==> src/hdl/pcg_pkg.sv <==
/*
 * Shared constants of the clock generator control: register map of the
 * generator end, field positions, reset values, lock detector figures and
 * the map of the controller end.
 * Assumes one 40 MHz core clock for both ends.
 */
package pcg_pkg;
	// ==========================================================
	// Bus shape
	localparam int AW = 2; // Register address width
	localparam int DW = 8; // Register data width
	// ==========================================================
	// Generator register offsets
	localparam logic [1:0] REG_CTRL = 2'h0; // synth_control_reg
	localparam logic [1:0] REG_BWC = 2'h1; // bandwidth_control_reg
	localparam logic [1:0] REG_PROG = 2'h2; // Multiplier and range factor
	// Bit positions
	localparam int CTRL_ON = 0; // synth_enable
	localparam int CTRL_BCS = 1; // base_source_select
	localparam int CTRL_IE = 2; // lock_change_irq_enable
	localparam int CTRL_PEND = 3; // Lock change pending, write one clears
	localparam int BWC_AUTO = 0; // Automatic bandwidth mode
	localparam int BWC_LOCK = 1; // Lock flag
	localparam int BWC_TRK = 2; // tracking_select
	localparam int PROG_N_LSB = 4; // Multiplier N
	localparam int PROG_L_LSB = 0; // range_factor_field
	localparam int FW = 4; // Width of N and L
	// Reset values
	localparam logic [7:0] PROG_RST = 8'h00;
	localparam logic [3:0] N_ONE = 4'h1; // N of zero acts as one
	// ==========================================================
	// Loop figures
	localparam logic [31:0] FNOM_HZ = 32'h004b_0000; // 4.9152 MHz
	localparam logic [1:0] HOLD_EDGES = 2'h3; // Edges of each clock in stasis
	localparam logic [7:0] LOCK_WIN = 8'h10; // Reference ticks per window
	localparam logic [7:0] TRK_TOL = 8'h01; // Enter tracking
	localparam logic [7:0] UNT_TOL = 8'h02; // Leave tracking
	localparam logic [7:0] LOCK_TOL = 8'h00; // Enter lock
	localparam logic [7:0] UNL_TOL = 8'h01; // Leave lock
	// ==========================================================
	// Controller map
	localparam logic [1:0] H_TARGET = 2'h0; // Generator address to use
	localparam logic [1:0] H_WDATA = 2'h1; // Write forwards a write
	localparam logic [1:0] H_RDATA = 2'h2; // Write starts read, read gives data
	localparam logic [1:0] H_STAT = 2'h3; // Status and oscillator enable
	localparam int ST_OSC = 0; // Oscillator enable, read/write
	localparam int ST_REF = 1; // Write refused, write one clears
	localparam int ST_IRQ = 2; // Interrupt line
	localparam int ST_LOCK = 3; // Lock last seen
	localparam int ST_BASE = 4; // Base clock level
	// Software waits
	localparam int CLK_MHZ = 40;
	localparam int TACQ_US = 5; // Acquisition wait
	localparam int TAL_US = 5; // Acquisition to lock wait
	localparam int TACQ_CYC = TACQ_US * CLK_MHZ;
	localparam int TAL_CYC = TAL_US * CLK_MHZ;
	// Base clock switch states
	typedef enum logic {SW_RUN, SW_HOLD} pcg_sw_t;
endpackage

==> src/hdl/pcg_if.sv <==
/*
 * Link between the clock generator and its controller: register access,
 * interrupt, oscillator enable and the base clock.
 * Assumes both ends run on the same core clock.
 */
`timescale 1ns/1ps
interface pcg_if;
	logic [pcg_pkg::AW-1:0] addr; // Register address
	logic [pcg_pkg::DW-1:0] wdata; // Write data
	logic wr; // Write strobe
	logic rd; // Read strobe
	logic [pcg_pkg::DW-1:0] rdata; // Read data, cycle after rd
	logic irq; // lock_change_irq
	logic osc_en; // oscillator_enable_in
	logic base_clk; // base_clock_out
	modport gen (input addr, wdata, wr, rd, osc_en, output rdata, irq, base_clk);
	modport ctl (output addr, wdata, wr, rd, osc_en, input rdata, irq, base_clk);
endinterface // pcg_if

==> src/hdl/pcg_gen.sv <==
/*
 * Clock generator control logic: oscillator gating, reference path,
 * feedback divider, phase and lock detection, bandwidth modes, base
 * clock selection with stasis, and its three registers.
 * Assumes crystal and VCO clocks arrive as slow pins sampled here.
 */
// Contract
// - Base clock is selected clock halved
// - Oscillator runs only while enabled
// - Reference clocks follow crystal clock rate
// - Feedback clock is VCO divided by N
// - Center frequency equals L times nominal
// - Phase detector pulses on phase difference
// - Lock detector compares feedback and reference rates
// - Acquisition mode reads tracking select clear
// - Tracking whenever not acquiring or bit set
// - Automatic mode: detector switches filter mode
// - Automatic: tracking bit read-only, hysteresis driven
// - Automatic: lock flag read-only, hysteresis driven
// - Interrupt on every lock toggle if enabled
// - Software picks VCO only after lock
// - Manual: tracking bit writable, sets mode
// - Manual: tracking clear before loop on
// - Manual: wait acquisition time before tracking
// - Manual: wait lock time before VCO select
// - Manual: no lock flag, no interrupt
// - Switch holds output, three edges each
// - Manual forces interrupt enable to zero
// - VCO selected forces loop on
// - Loop off or L zero forces crystal
`timescale 1ns/1ps
module pcg_gen #(
	parameter logic [7:0] WIN = pcg_pkg::LOCK_WIN
) (
	// Clock and reset
	input wire logic CORE_CLK,
	input wire logic SYS_RST,
	// Clock pins
	input wire logic CRYSTAL_CLOCK,
	input wire logic VCO_CLOCK,
	// Loop side outputs
	output logic OSC_RUN,
	output logic LOOP_REFERENCE_CLOCK,
	output logic FINAL_REFERENCE_CLOCK,
	output logic VCO_FEEDBACK_CLOCK,
	output logic PHASE_UP,
	output logic PHASE_DN,
	output logic ACQ_MODE,
	output logic [31:0] VCO_CENTER_HZ,
	// Controller link
	pcg_if.gen LNK
);
	// ==========================================================
	// Parameter check
	if (WIN < 8'h04) begin : g_bad_win
		$error("pcg_gen: WIN below 4");
	end

	// ==========================================================
	// Pin sampling
	logic [1:0] pin_w; // {vco, crystal}
	logic [1:0] s1_q, s2_q, s3_q; // Three-stage sampler
	logic [1:0] lvl_q, prev_q; // Accepted level and its past
	logic [1:0] rise_w; // One-cycle rising edges
	assign pin_w = {VCO_CLOCK, CRYSTAL_CLOCK};
	assign rise_w = lvl_q & ~prev_q;

	// Level changes only when stages two and three agree
	always_ff @(posedge CORE_CLK or posedge SYS_RST) begin
		if (SYS_RST) begin
			s1_q <= 2'h0;
			s2_q <= 2'h0;
			s3_q <= 2'h0;
			lvl_q <= 2'h0;
			prev_q <= 2'h0;
		end else begin
			s1_q <= pin_w;
			s2_q <= s1_q;
			s3_q <= s2_q;
			lvl_q <= (s2_q & s3_q) | (lvl_q & (s2_q ^ s3_q));
			prev_q <= lvl_q;
		end
	end

	// ==========================================================
	// Registers
	logic on_q, bcs_q, ie_q, pend_q, auto_q, trk_man_q; // Control state
	logic [7:0] prog_q; // N and L
	logic trk_auto_q, lock_q, lock_prev_q; // Detector state
	logic [3:0] n_w, l_w; // Fields
	logic l_nz_w; // L not zero
	logic wr_ctrl_w, wr_bwc_w, wr_prog_w; // Write decodes
	logic trk_w; // Effective tracking mode
	logic lock_chg_w; // Lock flag toggled
	logic [7:0] ctrl_rd_w, bwc_rd_w, mux_w; // Read views
	logic [7:0] rdata_q; // Read data register
	logic osc_q; // Oscillator running
	logic xr_w, vr_w; // Usable crystal and VCO edges

	assign wr_ctrl_w = LNK.wr && LNK.addr == pcg_pkg::REG_CTRL;
	assign wr_bwc_w = LNK.wr && LNK.addr == pcg_pkg::REG_BWC;
	assign wr_prog_w = LNK.wr && LNK.addr == pcg_pkg::REG_PROG;
	assign l_w = prog_q[pcg_pkg::PROG_L_LSB +: pcg_pkg::FW];
	assign n_w = (prog_q[pcg_pkg::PROG_N_LSB +: pcg_pkg::FW] == 4'h0) ? pcg_pkg::N_ONE
		: prog_q[pcg_pkg::PROG_N_LSB +: pcg_pkg::FW];
	assign l_nz_w = l_w != 4'h0;
	assign trk_w = auto_q ? trk_auto_q : trk_man_q;
	assign lock_chg_w = lock_q ^ lock_prev_q;
	assign xr_w = rise_w[0] & osc_q;
	assign vr_w = rise_w[1] & on_q;

	// Read views; acquisition shows the tracking bit clear
	always_comb begin
		ctrl_rd_w = 8'h00;
		ctrl_rd_w[pcg_pkg::CTRL_ON] = on_q;
		ctrl_rd_w[pcg_pkg::CTRL_BCS] = bcs_q;
		ctrl_rd_w[pcg_pkg::CTRL_IE] = ie_q;
		ctrl_rd_w[pcg_pkg::CTRL_PEND] = pend_q;
		bwc_rd_w = 8'h00;
		bwc_rd_w[pcg_pkg::BWC_AUTO] = auto_q;
		bwc_rd_w[pcg_pkg::BWC_LOCK] = lock_q & auto_q;
		bwc_rd_w[pcg_pkg::BWC_TRK] = trk_w;
	end
	assign mux_w = (LNK.addr == pcg_pkg::REG_CTRL) ? ctrl_rd_w
		: (LNK.addr == pcg_pkg::REG_BWC) ? bwc_rd_w
		: (LNK.addr == pcg_pkg::REG_PROG) ? prog_q : 8'h00;

	// Control registers with their forced values
	always_ff @(posedge CORE_CLK or posedge SYS_RST) begin
		if (SYS_RST) begin
			on_q <= 1'b0;
			bcs_q <= 1'b0;
			ie_q <= 1'b0;
			auto_q <= 1'b0;
			trk_man_q <= 1'b0;
			prog_q <= pcg_pkg::PROG_RST;
			rdata_q <= 8'h00;
		end else begin
			// Loop cannot drop while VCO drives the base clock
			on_q <= wr_ctrl_w ? (LNK.wdata[pcg_pkg::CTRL_ON] | bcs_q) : on_q;
			// Old loop state used, so on and select never rise together
			bcs_q <= (wr_ctrl_w ? LNK.wdata[pcg_pkg::CTRL_BCS] : bcs_q)
				& on_q & l_nz_w;
			ie_q <= auto_q & (wr_ctrl_w ? LNK.wdata[pcg_pkg::CTRL_IE] : ie_q);
			auto_q <= wr_bwc_w ? LNK.wdata[pcg_pkg::BWC_AUTO] : auto_q;
			// Tracking bit writable only in manual mode
			if (wr_bwc_w && !auto_q) begin
				trk_man_q <= LNK.wdata[pcg_pkg::BWC_TRK];
			end
			// Multiplier frozen while the loop runs
			if (wr_prog_w && !on_q) begin
				prog_q <= LNK.wdata;
			end
			rdata_q <= LNK.rd ? mux_w : 8'h00;
		end
	end

	// Pending flag; a toggle in the clearing cycle wins
	always_ff @(posedge CORE_CLK or posedge SYS_RST) begin
		if (SYS_RST) begin
			pend_q <= 1'b0;
			lock_prev_q <= 1'b0;
		end else begin
			lock_prev_q <= lock_q;
			// Manual mode drops a pending request so no interrupt stands there
			pend_q <= ((pend_q & ~(wr_ctrl_w & LNK.wdata[pcg_pkg::CTRL_PEND]))
				| (lock_chg_w & ie_q)) & auto_q;
		end
	end

	// ==========================================================
	// Reference path and feedback divider
	logic [3:0] div_q; // VCO edge count
	logic fb_q; // Feedback clock
	logic fb_tick_w; // Feedback edge
	assign fb_tick_w = vr_w && (div_q >= n_w - 4'h1);

	// Crystal buffered twice; feedback high one VCO period in N
	always_ff @(posedge CORE_CLK or posedge SYS_RST) begin
		if (SYS_RST) begin
			osc_q <= 1'b0;
			LOOP_REFERENCE_CLOCK <= 1'b0;
			FINAL_REFERENCE_CLOCK <= 1'b0;
			div_q <= 4'h0;
			fb_q <= 1'b0;
			VCO_CENTER_HZ <= 32'h0;
		end else begin
			osc_q <= LNK.osc_en;
			LOOP_REFERENCE_CLOCK <= lvl_q[0] & osc_q;
			FINAL_REFERENCE_CLOCK <= LOOP_REFERENCE_CLOCK;
			if (!on_q) begin
				div_q <= 4'h0;
				fb_q <= 1'b0;
			end else if (vr_w) begin
				div_q <= fb_tick_w ? 4'h0 : div_q + 4'h1;
				fb_q <= fb_tick_w;
			end
			VCO_CENTER_HZ <= {28'h0, l_w} * pcg_pkg::FNOM_HZ;
		end
	end
	assign VCO_FEEDBACK_CLOCK = fb_q;
	assign OSC_RUN = osc_q;

	// ==========================================================
	// Phase detector: leading edge raises its pulse till the other
	always_ff @(posedge CORE_CLK or posedge SYS_RST) begin
		if (SYS_RST) begin
			PHASE_UP <= 1'b0;
			PHASE_DN <= 1'b0;
		end else if (!on_q || (xr_w && fb_tick_w)) begin
			PHASE_UP <= 1'b0;
			PHASE_DN <= 1'b0;
		end else if (xr_w) begin
			PHASE_UP <= ~PHASE_DN;
			PHASE_DN <= 1'b0;
		end else if (fb_tick_w) begin
			PHASE_DN <= ~PHASE_UP;
			PHASE_UP <= 1'b0;
		end
	end

	// ==========================================================
	// Lock detector: feedback edges counted over WIN reference edges
	logic [7:0] win_q, cnt_q; // Window and feedback counts
	logic [7:0] tot_w, err_w; // Window total and its error
	logic last_w; // Window closes
	assign tot_w = cnt_q + {7'h0, fb_tick_w};
	assign err_w = (tot_w > WIN) ? tot_w - WIN : WIN - tot_w;
	assign last_w = xr_w && (win_q == WIN - 8'h01);

	// Hysteresis on both flags; manual mode or loop off clears them
	always_ff @(posedge CORE_CLK or posedge SYS_RST) begin
		if (SYS_RST) begin
			win_q <= 8'h00;
			cnt_q <= 8'h00;
			trk_auto_q <= 1'b0;
			lock_q <= 1'b0;
		end else if (!on_q || !auto_q) begin
			win_q <= 8'h00;
			cnt_q <= 8'h00;
			trk_auto_q <= 1'b0;
			lock_q <= 1'b0;
		end else if (last_w) begin
			win_q <= 8'h00;
			cnt_q <= 8'h00;
			if (err_w <= pcg_pkg::TRK_TOL) trk_auto_q <= 1'b1;
			else if (err_w > pcg_pkg::UNT_TOL) trk_auto_q <= 1'b0;
			if (err_w <= pcg_pkg::LOCK_TOL) lock_q <= 1'b1;
			else if (err_w > pcg_pkg::UNL_TOL) lock_q <= 1'b0;
		end else begin
			win_q <= xr_w ? win_q + 8'h01 : win_q;
			cnt_q <= tot_w;
		end
	end

	// Filter mode to the analog side
	always_ff @(posedge CORE_CLK or posedge SYS_RST) begin
		if (SYS_RST) ACQ_MODE <= 1'b1;
		else ACQ_MODE <= ~trk_w;
	end

	// ==========================================================
	// Base clock selector
	pcg_pkg::pcg_sw_t st_q; // Switch state
	logic sel_q; // Active source, 1 is VCO
	logic [1:0] hx_q, hv_q; // Edges seen during stasis
	logic base_q; // Halved clock
	logic sel_rise_w; // Edge of active source
	assign sel_rise_w = sel_q ? vr_w : xr_w;

	// Stasis waits on raw edges: a stopped clock would stall the switch
	always_ff @(posedge CORE_CLK or posedge SYS_RST) begin
		if (SYS_RST) begin
			st_q <= pcg_pkg::SW_RUN;
			sel_q <= 1'b0;
			hx_q <= 2'h0;
			hv_q <= 2'h0;
			base_q <= 1'b0;
		end else begin
			case (st_q)
				pcg_pkg::SW_RUN: begin
					if (bcs_q != sel_q) begin
						st_q <= pcg_pkg::SW_HOLD;
						hx_q <= 2'h0;
						hv_q <= 2'h0;
					end else if (sel_rise_w) begin
						base_q <= ~base_q;
					end
				end
				pcg_pkg::SW_HOLD: begin
					if (hx_q == pcg_pkg::HOLD_EDGES && hv_q == pcg_pkg::HOLD_EDGES) begin
						sel_q <= bcs_q;
						st_q <= pcg_pkg::SW_RUN;
					end
					if (rise_w[0] && hx_q != pcg_pkg::HOLD_EDGES) hx_q <= hx_q + 2'h1;
					if (rise_w[1] && hv_q != pcg_pkg::HOLD_EDGES) hv_q <= hv_q + 2'h1;
				end
				default: st_q <= pcg_pkg::SW_RUN;
			endcase
		end
	end
	assign LNK.base_clk = base_q;
	assign LNK.rdata = rdata_q;
	assign LNK.irq = pend_q;
endmodule // pcg_gen

==> src/flat_wrapper.sv <==
// flat-port wrapper written by rule: the top's interface ports become plain ports
module pcg_gen_flat 
#(
	parameter logic [7:0] WIN = pcg_pkg::LOCK_WIN
)
  (CORE_CLK, SYS_RST, CRYSTAL_CLOCK, VCO_CLOCK, OSC_RUN, LOOP_REFERENCE_CLOCK, FINAL_REFERENCE_CLOCK, VCO_FEEDBACK_CLOCK, PHASE_UP, PHASE_DN, ACQ_MODE, VCO_CENTER_HZ, LNK_addr, LNK_wdata, LNK_wr, LNK_rd, LNK_osc_en, LNK_rdata, LNK_irq, LNK_base_clk);
  pcg_if LNK_i ();
  input wire logic CORE_CLK;
  input wire logic SYS_RST;
  input wire logic CRYSTAL_CLOCK;
  input wire logic VCO_CLOCK;
  output logic OSC_RUN;
  output logic LOOP_REFERENCE_CLOCK;
  output logic FINAL_REFERENCE_CLOCK;
  output logic VCO_FEEDBACK_CLOCK;
  output logic PHASE_UP;
  output logic PHASE_DN;
  output logic ACQ_MODE;
  output logic [31:0] VCO_CENTER_HZ;
  input wire logic [$bits(LNK_i.addr)-1:0] LNK_addr;
  input wire logic [$bits(LNK_i.wdata)-1:0] LNK_wdata;
  input wire logic [$bits(LNK_i.wr)-1:0] LNK_wr;
  input wire logic [$bits(LNK_i.rd)-1:0] LNK_rd;
  input wire logic [$bits(LNK_i.osc_en)-1:0] LNK_osc_en;
  output wire logic [$bits(LNK_i.rdata)-1:0] LNK_rdata;
  output wire logic [$bits(LNK_i.irq)-1:0] LNK_irq;
  output wire logic [$bits(LNK_i.base_clk)-1:0] LNK_base_clk;
  assign LNK_i.addr = LNK_addr;
  assign LNK_i.wdata = LNK_wdata;
  assign LNK_i.wr = LNK_wr;
  assign LNK_i.rd = LNK_rd;
  assign LNK_i.osc_en = LNK_osc_en;
  assign LNK_rdata = LNK_i.rdata;
  assign LNK_irq = LNK_i.irq;
  assign LNK_base_clk = LNK_i.base_clk;
  pcg_gen #(.WIN(WIN)) u_core (.CORE_CLK(CORE_CLK), .SYS_RST(SYS_RST), .CRYSTAL_CLOCK(CRYSTAL_CLOCK), .VCO_CLOCK(VCO_CLOCK), .OSC_RUN(OSC_RUN), .LOOP_REFERENCE_CLOCK(LOOP_REFERENCE_CLOCK), .FINAL_REFERENCE_CLOCK(FINAL_REFERENCE_CLOCK), .VCO_FEEDBACK_CLOCK(VCO_FEEDBACK_CLOCK), .PHASE_UP(PHASE_UP), .PHASE_DN(PHASE_DN), .ACQ_MODE(ACQ_MODE), .VCO_CENTER_HZ(VCO_CENTER_HZ), .LNK(LNK_i));
endmodule
==> config.mk <==
export PLATFORM = sky130hd
export DESIGN_NAME = pcg_gen_flat
export DESIGN_NICKNAME = d
export VERILOG_FILES = /design/src/hdl/pcg_pkg.sv /design/src/hdl/pcg_if.sv /design/src/hdl/pcg_gen.sv /design/src/flat_wrapper.sv
export SDC_FILE = /design/constraint.sdc
export NUM_CORES = 1
export LEC_CHECK = 0
export BUFFER_PORTS_ARGS = -buffer_cell sky130_fd_sc_hd__buf_2
export CAP_MARGIN = 20
export CORE_MARGIN = 2
export CORE_UTILIZATION = 36
export CTS_CLUSTER_SIZE = 25
export DETAILED_ROUTE_END_ITERATION = 10
export SETUP_SLACK_MARGIN = 0.3
export SLEW_MARGIN = 20
export SYNTH_ARGS = -nofsm -noshare
export SYNTH_HDL_FRONTEND = slang
export SYNTH_SLANG_ARGS = --single-unit
==> constraint.sdc <==
create_clock -name CORE_CLK -period 6.2 [get_ports CORE_CLK]
set_clock_uncertainty 0.1 [all_clocks]
set_input_delay 1.86 -clock CORE_CLK [delete_from_list [all_inputs] [get_ports CORE_CLK]]
set_output_delay 1.86 -clock CORE_CLK [all_outputs]
set_load 0.01 [all_outputs]
==> flow_metrics.py, run 1 <==
metrics = {
    "outcome": {
        "status": "finished, violations left",
        "failed_checks": "DRC",
    },
    "min_path": {
        "hold_path.startpoint": "u_core.s1_q[0]",
        "min_path_type": "reg -> reg",
        "min_path_cells": 0,
    },
    "sta": {
        "max_slew_margin": 0.474,
        "max_freq_mhz": 200,
        "tightest_slew_ps": 787,
        "post-route-period-util": 0.805,
        "period_needed_ps": 4990,
        "rsz0062_at_grt": "no",
        "timing.setup.tns_ps": 0,
        "final-hold-violation-count": 0,
        "slew_viol_final": 0,
        "setup_violations": 0,
    },
    "placement": {
        "globalplace.congestion": 0.754,
        "dpl_cell_area_um2": 4530,
        "place_hpwl_um": 5400,
        "port_buffers": 44,
    },
    "clock_network": {
        "ctsResizeCount": 0,
        "numCtsBuffers": 9,
        "holdBufCountCts": 0,
        "cts_sinks": 80,
        "clk_pin_slew_ps": 60,
        "cts-htree-levels": 3,
        "cts_root_buf": "clkbuf_16",
        "clock_path_buffers": 2,
        "clock_latency_ps": 330,
        "cts_tree": "yes",
        "postCtsSetupBuffers": 0,
    },
    "floorplan": {
        "fp.dieW_um": 113,
        "core.rowCount": 39,
        "io_pins": 66,
        "die_h_um": 113,
        "dieArea_um2": 12800,
        "start_util": 0.371,
        "placeableCoreArea_um2": 11500,
    },
    "yosys": {
        "postSynthAreaPerCell_um2": 10.6,
        "ys.flop_type": "dfrtp_1",
        "netlist_area_um2": 4270,
        "synthArstFlopShare": 1.00,
        "synth-seq-cells": 80,
        "synth.distinct_cells": 65,
        "synth_enable_flop_cells": 0,
        "seq_area_frac_synth": 0.469,
        "syn_inst": 402,
        "ys_warn_count": 0,
    },
    "global_route": {
        "met2_usage": 0.210,
        "grt_pass1_vias": 2816,
        "grt_use_met3": 0.0327,
        "track_usage": 0.125,
        "grt_antenna_before_repair": 0,
        "grt_pass1_wl_um": 13000,
        "overflow": 0,
        "use_met1": 0.157,
        "grt_start_max_net_pins": 45,
        "grt_busiest_layer": "met2",
    },
    "detailed_routing": {
        "drtPass1Iterations": 7,
        "via_per_inst": 4.83,
        "drc_errors": 6,
        "detail-route-antenna-nets": 0,
        "dr_total_vias": 2856,
        "drt_iter0_markers": 146,
        "routedWlPerCell_um": 12.8,
        "routed_wl_um": 7570,
    },
    "critical_path": {
        "r2r_cells": 18,
        "cp_top_family": "adder cells",
        "crit_path_end": "u_core.trk_auto_q",
        "r2r-start": "u_core.prog_q[6]",
        "worstSetupStartpointType": "flop",
        "reg2reg_to": "u_core.trk_auto_q",
        "max_stage_delay_ps": 470,
        "cp.depth": 18,
        "cp_cell_sequence": "nor3_1, nor2_1, ha_1, ha_1, a21o_1, a21o_1, a21oi_1, nor2b_1, ha_1, ha_1, inv_1, ha_1, nand3_1, a221oi_2, nor3_1, a211oi_2, a211oi_1, nor4_2",
        "critPathSlowestCell": "a21oi_1",
        "required_ps": 6330,
        "crit_fanout": 13,
        "crit_top_cell": "ha_1",
        "crit_arrival_ps": 5130,
        "end_kind": "flop",
        "crit_start": "u_core.prog_q[6]",
        "crit_type": "reg -> reg",
        "cp_num_buf_inv": 1,
        "rrSetupSlack_ps": 1210,
    },
    "finish": {
        "diodes": 0,
        "syn2layout_area_growth_pct": 12.6,
        "drive_gt1_frac": 0.185,
        "fillers": 1116,
        "postLayoutCellArea_um2": 4810,
        "final_util": 0.418,
        "mostFrequentLayoutCells": "79 x dfrtp_1, 44 x buf_2, 32 x nor2_1",
        "nNetsFinal": 492,
        "final_common_cell": "dfrtp_1",
    },
    "power_and_ir_drop": {
        "leakagePower_nw": 2.34,
        "p_per_area_nw_per_um2": 358,
        "irDropWorstVdd_mv": 0.133,
    },
    "job": {
        "cap_violations": 0,
    },
}
kinds of logic (layout without fill, tap and decap cells):
group	Yosys count	count (layout)	synth area share
DFF	80	80	0.469
xor gates and xnor gates	22	22	0.0451
other	1	21	0.000877
adders and majority gates	32	32	0.0954
muxes	17	17	0.0419
AOI/OAI and AO/OA	72	72	0.123
and+or+nand+nor	126	126	0.157
buffers and inverters	52	78	0.0682
metal layers:
layer / vias up / part of all wire
li1: 1424 / -
met1: 1362 / 0.46
met2: 59 / 0.48
met3: 11 / 0.043
met4: 0 / 0.012
met5: - / 0
power by group:
group	internal, mW	leakage [nW]	switching [mW]
Sequential	0.628	1.02	0.0787
Combinational	0.236	1.17	0.270
Clock	0.311	0.137	0.199
Total	1.18	2.34	0.548
how the worst min path moves through the flow:
stage / end / slack (ps)
floorplan: u_core.s2_q[0] / 230
global placement: u_core.s2_q[1] / 230
detailed placement: u_core.s2_q[0] / 240
CTS: u_core.s2_q[0] / 260
global route: u_core.s2_q[0] / 260
finish: u_core.s2_q[0] / 260
cell type report:
| class | instances | area (µm²) | area share |
|---|---|---|---|
| Multi-Input combinational cell | 290 | 2050 | 0.427 |
| Sequential cell | 80 | 2000 | 0.416 |
| Clock buffer | 12 | 236 | 0.0491 |
| Timing Repair Buffer | 45 | 228 | 0.0473 |
| Tap cell | 143 | 179 | 0.0372 |
| Inverter | 17 | 65.1 | 0.0135 |
| Clock inverter | 4 | 47.5 | 0.00988 |
metrics by stage:
step | std cells | hold WS, ps | total power [mW] | setup WS (ps)
floorplan | 422 | 231 | 1.09 | 1880
global placement | 575 | 235 | 1.22 | 1430
detailed placement | 575 | 236 | 1.23 | 1220
CTS | 591 | 261 | 1.75 | 1190
global route | 591 | 263 | 1.86 | 853
finish | 591 | 256 | 1.72 | 1210
synth_stat cells, types with 2 or more instances:
library cell | instances | area (µm²)
o221ai_1 | 3 | 26.3
nand3b_1 | 2 | 15.0
o211ai_1 | 2 | 15.0
a21o_1 | 8 | 60.1
xnor2_1 | 10 | 87.6
nor2_1 | 32 | 120
nand3_1 | 12 | 60.1
clkbuf_1 | 7 | 26.3
buf_2 | 5 | 25.0
a21boi_1 | 2 | 15.0
a32o_1 | 2 | 20.0
and3b_1 | 3 | 26.3
inv_1 | 17 | 63.8
nor3b_1 | 3 | 22.5
o21ai_0 | 9 | 45.0
or2_0 | 2 | 12.5
a22o_1 | 2 | 17.5
dfrtp_1 | 79 | 1980
buf_4 | 22 | 165
a22oi_1 | 3 | 22.5
o21ai_1 | 6 | 30.0
and2_2 | 2 | 15.0
and2_1 | 10 | 62.6
nor4_1 | 2 | 12.5
o31ai_1 | 2 | 15.0
ha_1 | 31 | 388
a21oi_1 | 14 | 70.1
xor2_1 | 12 | 105
nor3_1 | 4 | 20.0
nand2_1 | 25 | 93.8
mux2i_1 | 10 | 100
a21boi_0 | 2 | 15.0
o21ba_2 | 2 | 20.0
a31oi_1 | 3 | 18.8
nor2b_1 | 13 | 81.3
mux2_2 | 7 | 78.8
nand2b_1 | 4 | 25.0
state kept, by name, indices dropped and copies added, names as in the netlist, 2 cells and up:
| signal | flops |
|---|---|
| u_core.VCO_CENTER_HZ | 11 |
| u_core.LNK.rdata | 8 |
| u_core.cnt_q | 8 |
| u_core.prog_q | 8 |
| u_core.win_q | 8 |
| u_core.div_q | 4 |
| u_core.hv_q | 2 |
| u_core.hx_q | 2 |
| u_core.lvl_q | 2 |
| u_core.prev_q | 2 |
| u_core.s1_q | 2 |
| u_core.s2_q | 2 |
| u_core.s3_q | 2 |
No activity file was read; power rests on OpenSTA's default activity.
==> run 2, diff against run 1 <==
- ABC_AREA: default -> 1
- clock period: 6.2 -> 5.1 ns (I/O delays scaled with it)
==> run 2 against run 1 <==
  * The run now ends clean
  * Synthesized area decreased by 2.8%
  * Sequential power increased by 15%
  * Combinational power decreased by 4.9%
  * Die area decreased by 2.7%
  * Via count increased by 8.0%
  * Register-to-register slack got worse by 250 ps
  * Non-clock buffer count unchanged
  * Core utilization increased by 0.13 points
  * Sequential cell count unchanged
  * Largest cell class is now sequential cells
  * Largest power group unchanged
==> flow_metrics.py, run 2 <==
metrics = {
    "detailed_routing": {
        "routedWlPerCell_um": 11.7,
        "routed_wl_um": 7740,
        "dr_total_vias": 3085,
        "drt_iter0_markers": 148,
        "drtPass1Iterations": 4,
        "drc_errors": 0,
        "detail-route-antenna-nets": 0,
        "via_per_inst": 4.67,
    },
    "finish": {
        "final_util": 0.419,
        "largest_reg_flops": 11,
        "syn2layout_area_growth_pct": 14.3,
        "nNetsFinal": 565,
        "ff_latch_area_um2": 2000,
        "fillers": 1119,
        "finalNonFillerCells": 661,
        "diodes": 0,
        "mostFrequentLayoutCells": "79 x dfrtp_1, 71 x nand2_1, 60 x inv_1",
        "final_common_cell": "dfrtp_1",
        "drive_gt1_frac": 0.143,
        "multi_input_area_um2": 1820,
        "largest_register": "u_core.VCO_CENTER_HZ",
    },
    "yosys": {
        "seq_area_frac_synth": 0.482,
        "synth_area_leaders": "dfrtp_1 48%, ha_1 9.3%, nand2_1 6.4%",
        "syn_inst": 463,
        "netlist_area_um2": 4150,
        "synth-seq-cells": 80,
        "postSynthAreaPerCell_um2": 8.97,
        "synth_top_cell_by_area": "dfrtp_1",
        "synth_enable_flop_cells": 0,
        "synth_commonest_cells": "79 x dfrtp_1, 71 x nand2_1, 61 x inv_1, 56 x nor2_1, 31 x ha_1",
        "ys.flop_type": "dfrtp_1",
        "synth.distinct_cells": 41,
        "synthArstFlopShare": 1.00,
        "yosys.area.top_type_share": 0.476,
        "ys_warn_count": 0,
        "yosysMostFrequentCell": "dfrtp_1",
    },
    "clock_network": {
        "cts_root_buf": "clkbuf_16",
        "holdBufCountCts": 0,
        "clock_latency_ps": 330,
        "postCtsSetupBuffers": 0,
        "cts_sinks": 80,
        "cts_tree": "yes",
        "numCtsBuffers": 9,
        "clock_path_buffers": 2,
        "ctsResizeCount": 0,
        "cts-htree-levels": 3,
        "clk_pin_slew_ps": 60,
    },
    "placement": {
        "globalplace.congestion": 0.824,
        "place_hpwl_um": 5880,
        "port_buffers": 44,
        "dp_slack_ps": 985,
        "dp_cells": 648,
    },
    "global_route": {
        "grt_antenna_before_repair": 0,
        "overflow": 0,
        "grt_pass1_vias": 3017,
        "track_usage": 0.133,
        "grt_start_max_net_pins": 59,
        "grt_pass1_wl_um": 13600,
    },
    "critical_path": {
        "crit_fanout": 6,
        "end_kind": "flop",
        "crit_type": "reg -> reg",
        "crit_arrival_ps": 4260,
        "r2r_cells": 27,
        "required_ps": 5220,
        "crit_start": "u_core.prog_q[6]",
        "reg2reg_to": "u_core.trk_auto_q",
        "rrSetupSlack_ps": 960,
        "crit_path_end": "u_core.trk_auto_q",
        "worstSetupStartpointType": "flop",
        "r2r-start": "u_core.prog_q[6]",
    },
    "sta": {
        "period_needed_ps": 4140,
        "post-route-period-util": 0.812,
        "tightest_slew_ps": 719,
        "max_slew_margin": 0.521,
        "timing.setup.tns_ps": 0,
        "setup_violations": 0,
        "max_freq_mhz": 241,
        "setup_ws_ps": 957,
        "rsz0062_at_grt": "no",
        "final-hold-violation-count": 0,
        "slew_viol_final": 0,
    },
    "outcome": {
        "status": "complete, no violations",
    },
    "floorplan": {
        "fp.dieW_um": 111,
        "start_util": 0.367,
        "die_h_um": 111,
        "placeableCoreArea_um2": 11300,
        "core.rowCount": 39,
        "io_pins": 66,
        "dieArea_um2": 12400,
    },
    "power_and_ir_drop": {
        "irDropWorstVdd_mv": 0.271,
        "p_per_area_nw_per_um2": 400,
        "leakagePower_nw": 2.55,
    },
    "job": {
        "cap_violations": 0,
    },
    "min_path": {
        "min_path_type": "reg -> reg",
    },
}
[run 2: routing by layer]
layer / share of wire / GRT usage
met5: 0 / 0
met4: 0.020 / 0.0568
met3: 0.036 / 0.0299
met2: 0.48 / 0.225
met1: 0.46 / 0.164
[run 2: kinds of logic after synthesis]
group,share of synthesized area
flops,0.482
xor+xnor,0.0359
fa+ha+maj,0.0982
other cells,0.000903
simple gates,0.199
mux,0.00241
compound gates,0.0847
buf+inv,0.0970
[run 2: worst min path at each step]
| stage | start | end | slack [ps] | cells past startpoint |
|---|---|---|---|---|
| after CTS | u_core.s1_q[1] | u_core.s2_q[1] | 250 | 0 |
| after floorplan | u_core.s1_q[0] | u_core.s2_q[0] | 230 | 0 |
| after global placement | u_core.s1_q[0] | u_core.s2_q[0] | 230 | 0 |
| final | u_core.s1_q[1] | u_core.s2_q[1] | 250 | 0 |
| after detailed placement | u_core.s1_q[1] | u_core.s2_q[1] | 240 | 0 |
| after global routing | u_core.s1_q[0] | u_core.s2_q[0] | 260 | 0 |
[run 2: worst max-delay path: stages, from the launching register on]
cell and delay, ps:
dfrtp_1 400, nor2_1 140, a21oi_1 110, ha_1 290, ha_1 290, inv_1 60, nor2_1 30, o211ai_1 190
nand3_1 130, nand2_1 120, inv_1 70, ha_1 240, ha_1 370, inv_1 130, ha_1 220, inv_1 70
nor2_1 140, nand2_2 80, nand2_1 180, nand3_2 130, nand2_1 80, nand2_1 80, nand3_1 100, nor2_1 60
nand2_1 60, nand2_1 40, nand2_1 80, nand2_1 50
[run 2: through the flow]
step | power [mW] | hold slack, ps | instance area [µm²]
3_5_place_dp | 1.31 | 239 | 4470
6_report | 1.90 | 250 | 4750
4_1_cts | 1.93 | 252 | 4750
2_1_floorplan | 1.17 | 231 | 4230
5_1_grt | 2.03 | 256 | 4750
3_3_place_gp | 1.29 | 232 | 4470
[run 2: final cells by class]
class	instances	area share
clock buffers	12	0.0519
clock inverters	1	0.00633
inverters	63	0.0503
multi-input cells	317	0.384
flip-flops and latches	80	0.422
well taps	143	0.0377
repair buffers	45	0.0480
[run 2: where the power goes]
part	total (mW)	switching, mW	leakage (nW)	internal [mW]
clock	0.608	0.224	0.135	0.384
combinational	0.481	0.284	1.40	0.196
sequential	0.810	0.0658	1.02	0.745
==> run 3, diff against run 2 <==
- ABC_AREA: 1 -> 0
- clock period: 5.1 -> 4.13 ns (I/O delays scaled with it)
==> run 3 against run 2 <==
  * The run now ends with DRC left
  * Combinational power grew 77%
  * Cell area grew 7.7%
  * Via count shrank 4.4%
  * First-iteration DRC count grew 58%
  * Register-to-register slack lost 610 ps
  * Routed wire length grew 3.6%
  * Hold slack lost 1.5 ps
  * Core utilization grew 2.5 points
  * Worst setup slack lost 610 ps
  * Critical path type unchanged
  * Largest cell class is now multi-input combinational cells
==> flow_metrics.py, run 3 (synthesis results as in run 1) <==
metrics = {
    "critical_path": {
        "reg2reg_to": "u_core.lock_q",
        "crit_path_end": "u_core.lock_q",
        "crit_fanout": 8,
        "worstSetupStartpointType": "flop",
        "critPathSlowestCell": "dfrtp_1",
        "r2r-start": "u_core.prog_q[7]",
        "cp_cell_sequence": "nor3_2, nor2_1, ha_1, ha_1, a21o_1, a21o_1, a21oi_4, nor2b_2, ha_4, ha_4, inv_6, ha_4, nand3_4, a221oi_4, o221ai_1, a32o_2, a31oi_1, o31ai_2",
        "crit_type": "reg -> reg",
        "required_ps": 4230,
        "max_stage_delay_ps": 390,
        "crit_start": "u_core.prog_q[7]",
        "r2r_cells": 18,
        "crit_arrival_ps": 3890,
        "rrSetupSlack_ps": 340,
        "crit_top_cell": "ha_4",
        "end_kind": "flop",
    },
    "clock_network": {
        "holdBufCountCts": 0,
        "numCtsBuffers": 9,
        "cts_tree": "yes",
        "clk_pin_slew_ps": 60,
        "cts_sinks": 80,
        "cts_root_buf": "clkbuf_16",
        "clock_latency_ps": 330,
        "cts-htree-levels": 3,
        "clock_path_buffers": 2,
    },
    "sta": {
        "setup_ws_ps": 342,
        "max_freq_mhz": 264,
        "post-route-period-util": 0.917,
        "rsz0062_at_grt": "yes",
        "max_slew_margin": 0.503,
        "tightest_slew_ps": 744,
        "slew_viol_final": 0,
        "timing.setup.tns_ps": 0,
        "final-hold-violation-count": 0,
        "setup_violations": 0,
        "period_needed_ps": 3790,
    },
    "finish": {
        "drive_gt1_frac": 0.248,
        "largest_register": "u_core.VCO_CENTER_HZ",
        "nNetsFinal": 504,
        "largest_reg_flops": 11,
        "diodes": 0,
        "mostFrequentLayoutCells": "79 x dfrtp_1, 44 x buf_2, 32 x nor2_1",
        "syn2layout_area_growth_pct": 19.6,
        "final_common_cell": "dfrtp_1",
    },
    "placement": {
        "dp_slack_ps": 151,
        "port_buffers": 44,
        "place_hpwl_um": 5400,
        "globalplace.congestion": 0.844,
    },
    "power_and_ir_drop": {
        "combPwrFrac": 0.302,
        "switching_share": 0.311,
        "intPower_mw": 1.95,
        "pwr-share-seq": 0.375,
        "leakagePower_nw": 2.44,
        "irDropWorstVdd_mv": 0.209,
        "p_per_area_nw_per_um2": 552,
        "p_clk_frac": 0.323,
        "p_sw_mw": 0.878,
    },
    "floorplan": {
        "core.rowCount": 39,
        "dieArea_um2": 12800,
        "placeableCoreArea_um2": 11500,
        "io_pins": 66,
        "start_util": 0.371,
        "die_h_um": 113,
        "fp.dieW_um": 113,
    },
    "min_path": {
        "min_path_cells": 0,
        "min_path_type": "reg -> reg",
    },
    "global_route": {
        "grt_pass1_vias": 2841,
        "track_usage": 0.128,
        "overflow": 0,
        "grt_antenna_before_repair": 0,
        "grt_start_max_net_pins": 43,
        "grt_pass1_wl_um": 13300,
    },
    "outcome": {
        "failed_checks": "DRC",
        "status": "finished, violations left",
    },
    "detailed_routing": {
        "drt_iter0_markers": 234,
        "routedWlPerCell_um": 13.3,
        "via_per_inst": 4.89,
        "drtPass1Iterations": 7,
        "dr_total_vias": 2949,
        "drc_errors": 8,
        "detail-route-antenna-nets": 0,
        "routed_wl_um": 8020,
    },
    "job": {
        "cap_violations": 0,
    },
}
## run 3: cell count changes in the layout (fill, tap and decap cells not counted), moves of 11 or more
cell and change:
inv_1 -45, o21ai_0 -12, a21oi_1 -16, buf_4 +11, nand3_1 -16, nor2_1 -24
nor2b_1 +12, nand2_1 -46
## run 3: critical path: cells and delay by family (launching register included)
family                     cells  cell delay [ps]
adders and majority gates      5             1140
DFF                            1              390
AOI/OAI and AO/OA              8             1550
buffers and inverters          1               70
and+or+nand+nor                4              410
## run 3: power groups by stage
stage               combinational (mW)  clock, mW  sequential (mW)
floorplan                        0.587          0             1.08
detailed placement               0.806          0             1.08
CTS                              0.843      0.929             1.06
finish                           0.853      0.911             1.06
global placement                 0.790          0             1.07
global route                     0.975      0.958             1.08
## run 3: through the flow
stage	total power, mW	hold WS (ps)	instances	utilization	instance area, µm²
2_1_floorplan	1.67	231	422	-	4400
3_3_place_gp	1.86	235	576	0.399	4590
3_5_place_dp	1.88	235	576	0.399	4590
4_1_cts	2.83	249	598	0.436	5020
5_1_grt	3.02	259	603	0.444	5110
6_report	2.82	248	603	0.444	5110
## run 3: how the worst min path moves through the flow
stage	to	slack, ps	start
after CTS	u_core.s2_q[0]	250	u_core.s1_q[0]
final	u_core.s2_q[0]	250	u_core.s1_q[0]
after floorplan	u_core.s2_q[0]	230	u_core.s1_q[0]
after global routing	u_core.s2_q[1]	260	u_core.s1_q[1]
after detailed placement	u_core.s2_q[1]	230	u_core.s1_q[1]
after global placement	u_core.s2_q[0]	240	u_core.s1_q[0]
## run 3: area by class of cell
type	count	area, µm²
fillers	1083	6400
multi-input cells	290	2190
flip-flops and latches	80	2000
clock buffers	10	229
well taps	143	179
clock inverters	6	115
inverters	17	70.1
repair buffers	57	330
## run 3: repair_timing
item	CTS	global route
gates resized for setup	7	11
setup endpoints to repair	2	2
pin swaps	5	7
cloned	0	0
buffers inserted	6	5
## run 3: per-layer routing
layer,up-vias,GRT usage,share of wire
li1,1453,-,-
met1,1424,0.164,0.46
met2,63,0.213,0.48
met3,9,0.0289,0.040
met4,0,0.0455,0.015
met5,-,0,0
